<file path="config.mk">
export PLATFORM = sky130hd
export DESIGN_NAME = limit_and_frame_ops
export DESIGN_NICKNAME = d
export VERILOG_FILES = /design/src/hw/clamp_unit.v /design/src/hw/limit_and_frame_ops.v
export VERILOG_INCLUDE_DIRS = /design/src /design/src/hw
export SDC_FILE = /design/constraint.sdc
export NUM_CORES = 1
export LEC_CHECK = 0
export BUFFER_PORTS_ARGS = -buffer_cell sky130_fd_sc_hd__buf_2
export CAP_MARGIN = 30
export CORE_AREA = 10 10 146 148
export DETAILED_ROUTE_END_ITERATION = 12
export DIE_AREA = 0 0 156 158
export GPL_ROUTABILITY_DRIVEN = 0
export PLACE_DENSITY = 0.74
export SLEW_MARGIN = 20
export SYNTH_ARGS = -nofsm -noshare
export SYNTH_HDL_FRONTEND = slang
export SYNTH_SLANG_ARGS = --single-unit
</file>
<file path="constraint.sdc">
create_clock -name clock -period 4 [get_ports clock]
set_input_delay 0.6 -clock clock [delete_from_list [all_inputs] [get_ports clock]]
set_output_delay 0.6 -clock clock [all_outputs]
set_load 0.02 [all_outputs]
</file>
<file path="src/hw/limit_and_frame_ops_regs.vh">
// Register map, field positions, op codes and reset values of the
// limit and frame datapath. Included by both design files.
`ifndef LIMIT_AND_FRAME_OPS_REGS_VH
`define LIMIT_AND_FRAME_OPS_REGS_VH

// ***********************************************
// Register byte addresses
// ***********************************************
`define ADDR_COMMAND      8'h00
`define ADDR_SOURCE       8'h04
`define ADDR_DEST         8'h08
`define ADDR_OPERAND      8'h0C
`define ADDR_OFFSET       8'h10
`define ADDR_FRAME_PTR    8'h14
`define ADDR_STACK_PTR    8'h18
`define ADDR_FLAGS        8'h1C
`define ADDR_STATE        8'h20

// ***********************************************
// Command fields
// ***********************************************
`define CMD_OP_LSB        0
`define CMD_OP_MSB        2
`define CMD_BYTE_BIT      3
`define CMD_ZERO_SRC_BIT  4

// ***********************************************
// Op codes
// ***********************************************
`define OP_EA_LOAD        3'h0
`define OP_SIGNED_UPPER   3'h1
`define OP_SIGNED_LOWER   3'h2
`define OP_UNSIGNED_UPPER 3'h3
`define OP_UNSIGNED_LOWER 3'h4
`define OP_FRAME_LINK     3'h5

// ***********************************************
// Status flag bit positions
// ***********************************************
`define FLAG_C            0
`define FLAG_V            1
`define FLAG_Z            2
`define FLAG_N            3

// ***********************************************
// State register bits
// ***********************************************
`define STATE_BUSY_BIT    0
`define STATE_DONE_BIT    1

// ***********************************************
// Reset values and constants
// ***********************************************
`define RESET_WORD        16'h0000
`define RESET_FLAGS       4'h0
`define STACK_STEP        16'h0002
`define EXEC_CYCLES       1

`endif

</file>
<file path="src/hw/clamp_unit.v">
// Combinational evaluator of the four clamp operations.
// Assumes operand, destination and flags are stable for the cycle it is used.
`timescale 1ns/1ns
`include "limit_and_frame_ops_regs.vh"

module clamp_unit (
   input  wire [2:0]  op,
   input  wire        byte_mode,
   input  wire [15:0] dest_in,
   input  wire [15:0] operand,
   input  wire [3:0]  flags_in,
   output reg  [15:0] dest_out,
   output reg  [3:0]  flags_out
);

   reg        load;
   reg        s_less;
   reg        s_more;
   reg        u_less;
   reg        u_more;
   reg        c_in;
   reg        v_in;
   reg        n_in;
   reg        res_zero;
   reg        res_neg;

   always @* begin
      c_in = flags_in[`FLAG_C];
      v_in = flags_in[`FLAG_V];
      n_in = flags_in[`FLAG_N];
      if (byte_mode) begin
         s_less = $signed(operand[7:0]) < $signed(dest_in[7:0]);
         s_more = $signed(operand[7:0]) > $signed(dest_in[7:0]);
         u_less = operand[7:0] < dest_in[7:0];
         u_more = operand[7:0] > dest_in[7:0];
      end else begin
         s_less = $signed(operand) < $signed(dest_in);
         s_more = $signed(operand) > $signed(dest_in);
         u_less = operand < dest_in;
         u_more = operand > dest_in;
      end
      case (op)
         `OP_SIGNED_UPPER:   load = (v_in & n_in) | (~v_in & s_less);
         `OP_SIGNED_LOWER:   load = (v_in & ~n_in) | (~v_in & s_more);
         `OP_UNSIGNED_UPPER: load = c_in | u_less;
         `OP_UNSIGNED_LOWER: load = c_in | u_more;
         default:            load = 1'b0;
      endcase
      if (load) begin
         dest_out = byte_mode ? {8'h00, operand[7:0]} : operand;
      end else if (byte_mode && op == `OP_UNSIGNED_UPPER) begin
         dest_out = {8'h00, dest_in[7:0]};
      end else begin
         dest_out = dest_in;
      end
      res_zero = byte_mode ? (dest_out[7:0] == 8'h00) : (dest_out == 16'h0000);
      res_neg  = byte_mode ? dest_out[7] : dest_out[15];
      flags_out = flags_in;
      if (op == `OP_SIGNED_UPPER || op == `OP_SIGNED_LOWER) begin
         if (load) begin
            flags_out[`FLAG_V] = 1'b0;
            flags_out[`FLAG_C] = 1'b1;
            flags_out[`FLAG_Z] = res_zero;
            flags_out[`FLAG_N] = res_neg;
         end
      end else if (op == `OP_UNSIGNED_UPPER || op == `OP_UNSIGNED_LOWER) begin
         flags_out[`FLAG_C] = 1'b0;
         flags_out[`FLAG_Z] = res_zero;
         flags_out[`FLAG_N] = res_neg;
         if (load) begin
            flags_out[`FLAG_V] = 1'b1;
         end
      end
   end

endmodule

</file>
<file path="src/hw/limit_and_frame_ops.v">
// Execution datapath for address load, clamp and frame-link operations.
// Assumes a register port master that issues one-cycle strobes and that the
// stack memory accepts a write on every cycle the write strobe is high.
//
// What this block does
// - Address load writes source plus sixteen-bit offset; flags untouched.
// - Zero source register selected gives the offset alone.
// - Signed upper clamp loads on V and N, or V clear and operand below.
// - Signed lower clamp loads on V and not N, or V clear and operand above.
// - Signed clamp load clears V, sets C, sets Z and N; else flags kept.
// - Unsigned upper clamp loads on carry or operand below destination.
// - Unsigned lower clamp loads on carry or operand above destination.
// - Unsigned clamps clear C, set Z and N; V set only on load.
// - Byte clamps compare low byte; load clears upper byte.
// - Byte unsigned upper clamp always clears bits 8 to 15.
// - Clamp N comes from bit 7 or bit 15 by size; Z from the low byte or the whole word.
// - Frame link pushes frame pointer, copies stack pointer, adds two.
// - Frame link then adds twice the eight-bit size; flags untouched.
// - Frame link allocates zero to 255 words.
`timescale 1ns/1ns
`include "limit_and_frame_ops_regs.vh"

module limit_and_frame_ops (
   input  wire        clock,
   input  wire        rst_b,
   input  wire [7:0]  address,
   input  wire [15:0] write_data,
   input  wire        write_strobe,
   input  wire        read_strobe,
   output reg  [15:0] read_data,
   output reg         busy,
   output reg         stack_write,
   output reg  [15:0] stack_address,
   output reg  [15:0] stack_data
);

   // ***********************************************
   // Sequencer states
   // ***********************************************
   localparam [2:0] SEQ_IDLE    = 3'h0;
   localparam [2:0] SEQ_EXEC    = 3'h1;
   localparam [2:0] SEQ_PUSH    = 3'h2;
   localparam [2:0] SEQ_ADVANCE = 3'h3;
   localparam [2:0] SEQ_ALLOC   = 3'h4;

   reg  [2:0]  state_q;
   reg  [2:0]  state_d;
   reg  [2:0]  op_q;
   reg         byte_q;
   reg         zero_src_q;
   reg  [15:0] source_q;
   reg  [15:0] dest_q;
   reg  [15:0] dest_d;
   reg  [15:0] operand_q;
   reg  [15:0] offset_q;
   reg  [15:0] frame_ptr_q;
   reg  [15:0] frame_ptr_d;
   reg  [15:0] stack_ptr_q;
   reg  [15:0] stack_ptr_d;
   reg  [3:0]  flags_q;
   reg  [3:0]  flags_d;
   reg         done_q;
   reg  [15:0] read_mux;
   reg         push_d;
   reg  [15:0] alloc_bytes;
   wire [15:0] clamp_dest;
   wire [3:0]  clamp_flags;
   wire        launch;
   wire        sw_write;
   wire        idle;
   wire [2:0]  cmd_op;

   // ***********************************************
   // Decode helpers
   // ***********************************************
   // Decode of an op that goes through the clamp evaluator
   function is_clamp;
      input [2:0] op;
      begin
         is_clamp = (op == `OP_SIGNED_UPPER) || (op == `OP_SIGNED_LOWER) ||
                    (op == `OP_UNSIGNED_UPPER) || (op == `OP_UNSIGNED_LOWER);
      end
   endfunction

   // Strobe qualified by one register address
   function reg_hit;
      input [7:0] addr;
      input [7:0] target;
      input       strobe;
      begin
         reg_hit = strobe && (addr == target);
      end
   endfunction

   assign idle     = (state_q == SEQ_IDLE);
   assign cmd_op   = write_data[`CMD_OP_MSB:`CMD_OP_LSB];
   // A command written while busy is dropped; software polls the busy bit
   assign launch   = reg_hit(address, `ADDR_COMMAND, write_strobe) && idle;
   // Operand writes are blocked while busy so an op sees stable inputs
   assign sw_write = write_strobe && idle;

   clamp_unit u_clamp (
      .op        (op_q),
      .byte_mode (byte_q),
      .dest_in   (dest_q),
      .operand   (operand_q),
      .flags_in  (flags_q),
      .dest_out  (clamp_dest),
      .flags_out (clamp_flags)
   );

   // ***********************************************
   // Sequencer
   // ***********************************************
   always @* begin
      state_d     = state_q;
      dest_d      = dest_q;
      frame_ptr_d = frame_ptr_q;
      stack_ptr_d = stack_ptr_q;
      flags_d     = flags_q;
      push_d      = 1'b0;
      // full 0 to 255 word range
      alloc_bytes = {7'h00, offset_q[7:0], 1'b0};
      case (state_q)
         SEQ_IDLE: begin
            if (launch) begin
               state_d = (cmd_op == `OP_FRAME_LINK) ? SEQ_PUSH : SEQ_EXEC;
            end
         end
         SEQ_EXEC: begin
            if (op_q == `OP_EA_LOAD) begin
               dest_d = zero_src_q ? offset_q : source_q + offset_q;
            end else if (is_clamp(op_q)) begin
               dest_d  = clamp_dest;
               flags_d = clamp_flags;
            end
            // Unused op codes fall through as one-cycle no-ops
            state_d = SEQ_IDLE;
         end
         SEQ_PUSH: begin
            push_d  = 1'b1;
            state_d = SEQ_ADVANCE;
         end
         SEQ_ADVANCE: begin
            frame_ptr_d = stack_ptr_q;
            stack_ptr_d = stack_ptr_q + `STACK_STEP;
            state_d     = SEQ_ALLOC;
         end
         SEQ_ALLOC: begin
            stack_ptr_d = stack_ptr_q + alloc_bytes;
            state_d     = SEQ_IDLE;
         end
         default: begin
            state_d = SEQ_IDLE;
         end
      endcase
   end

   // ***********************************************
   // Sequencer state and busy output
   // ***********************************************
   always @(posedge clock or negedge rst_b) begin
      if (!rst_b) begin
         state_q <= SEQ_IDLE;
         busy    <= 1'b0;
      end else begin
         state_q <= state_d;
         // From the next state, so busy rises on the launch edge itself
         busy    <= (state_d != SEQ_IDLE);
      end
   end

   // ***********************************************
   // Command latch and completion flag
   // ***********************************************
   always @(posedge clock or negedge rst_b) begin
      if (!rst_b) begin
         op_q       <= `OP_EA_LOAD;
         byte_q     <= 1'b0;
         zero_src_q <= 1'b0;
         done_q     <= 1'b0;
      end else if (launch) begin
         op_q       <= cmd_op;
         byte_q     <= write_data[`CMD_BYTE_BIT];
         zero_src_q <= write_data[`CMD_ZERO_SRC_BIT];
         done_q     <= 1'b0;
      end else if (!idle && state_d == SEQ_IDLE) begin
         done_q <= 1'b1;
      end
   end

   // ***********************************************
   // Operand registers, written by software only
   // ***********************************************
   always @(posedge clock or negedge rst_b) begin
      if (!rst_b) begin
         source_q  <= `RESET_WORD;
         operand_q <= `RESET_WORD;
         offset_q  <= `RESET_WORD;
      end else begin
         if (reg_hit(address, `ADDR_SOURCE, sw_write)) begin
            source_q <= write_data;
         end
         if (reg_hit(address, `ADDR_OPERAND, sw_write)) begin
            operand_q <= write_data;
         end
         if (reg_hit(address, `ADDR_OFFSET, sw_write)) begin
            offset_q <= write_data;
         end
      end
   end

   // ***********************************************
   // Destination and status flags
   // ***********************************************
   // Software and results never collide: software is locked out while busy
   always @(posedge clock or negedge rst_b) begin
      if (!rst_b) begin
         dest_q  <= `RESET_WORD;
         flags_q <= `RESET_FLAGS;
      end else begin
         if (reg_hit(address, `ADDR_DEST, sw_write)) begin
            dest_q <= write_data;
         end else begin
            dest_q <= dest_d;
         end
         // flags untouched by link and address load
         if (reg_hit(address, `ADDR_FLAGS, sw_write)) begin
            flags_q <= write_data[3:0];
         end else begin
            flags_q <= flags_d;
         end
      end
   end

   // ***********************************************
   // Frame and stack pointers
   // ***********************************************
   always @(posedge clock or negedge rst_b) begin
      if (!rst_b) begin
         frame_ptr_q <= `RESET_WORD;
         stack_ptr_q <= `RESET_WORD;
      end else begin
         if (reg_hit(address, `ADDR_FRAME_PTR, sw_write)) begin
            frame_ptr_q <= write_data;
         end else begin
            frame_ptr_q <= frame_ptr_d;
         end
         // Pointers wrap at 16 bits; no check that the frame fits
         if (reg_hit(address, `ADDR_STACK_PTR, sw_write)) begin
            stack_ptr_q <= write_data;
         end else begin
            stack_ptr_q <= stack_ptr_d;
         end
      end
   end

   // ***********************************************
   // Stack write port
   // ***********************************************
   always @(posedge clock or negedge rst_b) begin
      if (!rst_b) begin
         stack_write   <= 1'b0;
         stack_address <= `RESET_WORD;
         stack_data    <= `RESET_WORD;
      end else begin
         stack_write <= push_d;
         // Address and data hold between pushes for the stack memory
         if (push_d) begin
            stack_address <= stack_ptr_q;
            stack_data    <= frame_ptr_q;
         end
      end
   end

   // ***********************************************
   // Register read port
   // ***********************************************
   always @* begin
      case (address)
         `ADDR_COMMAND:   read_mux = {11'h000, zero_src_q, byte_q, op_q};
         `ADDR_SOURCE:    read_mux = source_q;
         `ADDR_DEST:      read_mux = dest_q;
         `ADDR_OPERAND:   read_mux = operand_q;
         `ADDR_OFFSET:    read_mux = offset_q;
         `ADDR_FRAME_PTR: read_mux = frame_ptr_q;
         `ADDR_STACK_PTR: read_mux = stack_ptr_q;
         `ADDR_FLAGS:     read_mux = {12'h000, flags_q};
         `ADDR_STATE:     read_mux = {14'h0000, done_q, busy};
         default:         read_mux = 16'h0000;
      endcase
   end

   // Unmapped addresses read zero; data stand only in the cycle after the strobe
   always @(posedge clock or negedge rst_b) begin
      if (!rst_b) begin
         read_data <= `RESET_WORD;
      end else if (read_strobe) begin
         read_data <= read_mux;
      end else begin
         read_data <= 16'h0000;
      end
   end

endmodule

</file>
==> impl_results.md <==
- Run status: complete, no violations
- Synth area leader: dfrtp_1
- Slew margin rel.: 38.3%
- Synth cell types: 70
- Die Wd: 156 um
- Post-synth EDFFs: 0
- Number of routed nets with antenna violations: 0
- Async S/R FF share, synth: 100%
- Setup_tns: 0 ns
- All-Layer GR Usage: 22.3%
- Hpwl dp: 19.6 mm
- Crit path max-delay family: simple AND/OR/NAND/NOR gates
- Port Buffers: 77
- P_leak: 4.86 nW
- TritonCTS buffer count: 17
- Drc violations: 0
- Antenna Cells: 0
- Max-capacitance violation count: 0
- Critical Path RT: 4.30 ns
- Clock latency at the later pin of the worst-skew pair: 0.43 ns
- CTS tree: built
- Vias/cell: 6.44
- First-pass GRT wire length: 43.8 mm
- Critical path type: flop to flop
- Endpoints failing hold: 0
- Synthesis-stage register bit count: 159
- Drt initial violations: 797
- Worst path arrival time: 3.90 ns
- Rows: 50
- Area growth syn-to-layout: 14.2%
- Power density cells: 427 nW/um^2
- Post-layout minimum cycle time: 3.60 ns
- Commonest cells after routing, fill and taps aside: 159 x dfrtp_1, 93 x nand2_1, 84 x mux2_2
- H-tree levels: 4
- Worst Tran Pin Value: 0.923 ns
- GRT Residual Overflow: 0
- Commonest non-fill, non-tap cell in the layout: dfrtp_1
- Buf/Inv on CP: 1
- Worst hold path class: input port to asynchronous set/reset pin
- Initial antenna violation count: 0
- WL/cell: 22.0 um
- Most used DFF post-synth: dfrtp_1
- Setup Buffers After CTS: 0
- Mapped cell area: 9090 um^2
- Endpoints failing setup: 0
- Top area cells in the synthesized netlist: dfrtp_1 44%, mux2_2 10%, ha_1 5.4%
- Util after Layout: 56.3%
- CTS Sinks: 159
- Layout cells sized above 1: 22.6%
- Worst-path maximum fanout: 12
- Worst Hold Slack: 0.206 ns
- Final Cycle Share: 90.0%
- Clk_skew: 0.0175 ns
- Syn avg cell area: 9.98 um^2
- Cells after Synth: 911
- Vias in the first global route: 7903
- Die Y: 158 um
- Drt pass-1 iters: 8
- Total Wirelength: 27.1 mm
- Top cell type's share of synthesized area: 43.8%
- RSZ-0062 raised after global routing: false
- Fmax: 278 MHz
- Resize count post-CTS: 0
- Critical Path Max Stage Delay: 0.64 ns
- Core area: 18500 um^2
- # IOs: 78
- Sequential share of the synthesized area: 43.8%
- CP cell instances: inv_1 -> ha_1 -> and4_1 -> a2111oi_4 -> o21ai_1 -> a32o_1 -> nor4_2 -> and4b_1 -> nor2_1 -> a22o_1 -> a221o_1
- CTS clk-pin slew, worst paths: 0.06 ns
- CP startpoint kind: flop
- Root Driver: clkbuf_16
- Peak VDD IR: 0.000351 V
- Pins Over Slew Limit: 0
- Initial core utilization: 49.3%
- Post-CTS Hold Fix Bufs: 0
- Yosys warning count: 0
- Vias: 7918
- Worst setup EP type: flop
- Syn_nets: 980
- Final nets: 1052
- Slowest-stage cell, CP: and4b_1
- Clk buf depth: 2
- Pin count of the biggest net entering global routing: 89
- Full die area: 24600 um^2
[power by group]
| group | total, W | internal (W) | switching, W |
|---|---|---|---|
| combinational | 0.000743 | 0.000312 | 0.000431 |
| sequential | 0.00194 | 0.00176 | 0.000171 |
| clock | 0.00175 | 0.00108 | 0.000670 |
[path summary, 6_finish.rpt]
path                                  start                to  slack [ns]  depth (start not counted)
max reg2reg                      dest_q[11]         dest_q[8]        0.40                         11
min in group clock         stack_address[2]  stack_address[2]        0.48                          2
max                              dest_q[11]         dest_q[8]        0.40                         11
max in group asynchronous             rst_b        dest_q[13]        2.85                          2
min reg2reg                stack_address[2]  stack_address[2]        0.48                          2
min                                   rst_b           op_q[2]        0.21                          1
[synth_stat cells (all sizes together) (6+ instances only)]
cell type and number:
dfrtp 159, nand2 93, mux2 84, a22oi 62
nor2 61, o21ai 52, ha 39, a21oi 36
clkbuf 35, inv 35, a31oi 19, and2 18
xnor2 15, a211oi 14, nor3 13, nor4 12
a21o 11, nand3 11, buf 9, a221oi 8
and3 8, a22o 7, mux2i 7, nand4 7
nor2b 7, xor2 6
[routing by layer]
layer / GRT usage, % / vias up / part of all wire (%)
met5: 0 / - / 0
met4: 8.18 / 0 / 2.7
met3: 5.51 / 60 / 9.5
met2: 34.6 / 413 / 46
met1: 29.7 / 3903 / 42
li1: - / 3542 / -
[per-stage QoR]
stage	setup slack, ns	cells	cell area (um^2)	power [W]
2_1_floorplan	1.00	911	9090	0.00241
3_3_place_gp	0.588	1197	9730	0.00266
3_5_place_dp	0.527	1197	9730	0.00269
4_1_cts	0.485	1229	10400	0.00444
5_1_grt	0.158	1230	10400	0.00461
6_report	0.399	1230	10400	0.00443
[final cells by class]
type                            count  area (um^2)
Clock buffer                       20          457
Clock inverter                     12          183
Fill cell                        1551         8070
Inverter                           35          131
Multi-Input combinational cell    673         4790
Sequential cell                   159         3980
Tap cell                          234          293
Timing Repair Buffer               97          549
[cell families after synthesis]
family          after synthesis  share of synthesized area [%]
simple gates                260                           13.8
fa+ha+maj                    41                           5.81
buf+inv                      79                           3.54
xor+xnor                     21                           2.02
mux                          91                           11.2
flops                       159                           43.8
compound gates              260                           19.9
[state kept, by name (all words and copies together), names as in the netlist]
register	flops
stack_data	16
operand_q	16
stack_ptr_q	16
done_q	1
flags_q	4
op_q	3
frame_ptr_q	16
source_q	16
stack_address	16
offset_q	16
state_q	3
zero_src_q	1
dest_q	16
read_data	16
stack_write	1
byte_q	1
busy	1
Note: power is estimated with default switching activity, not from simulation.
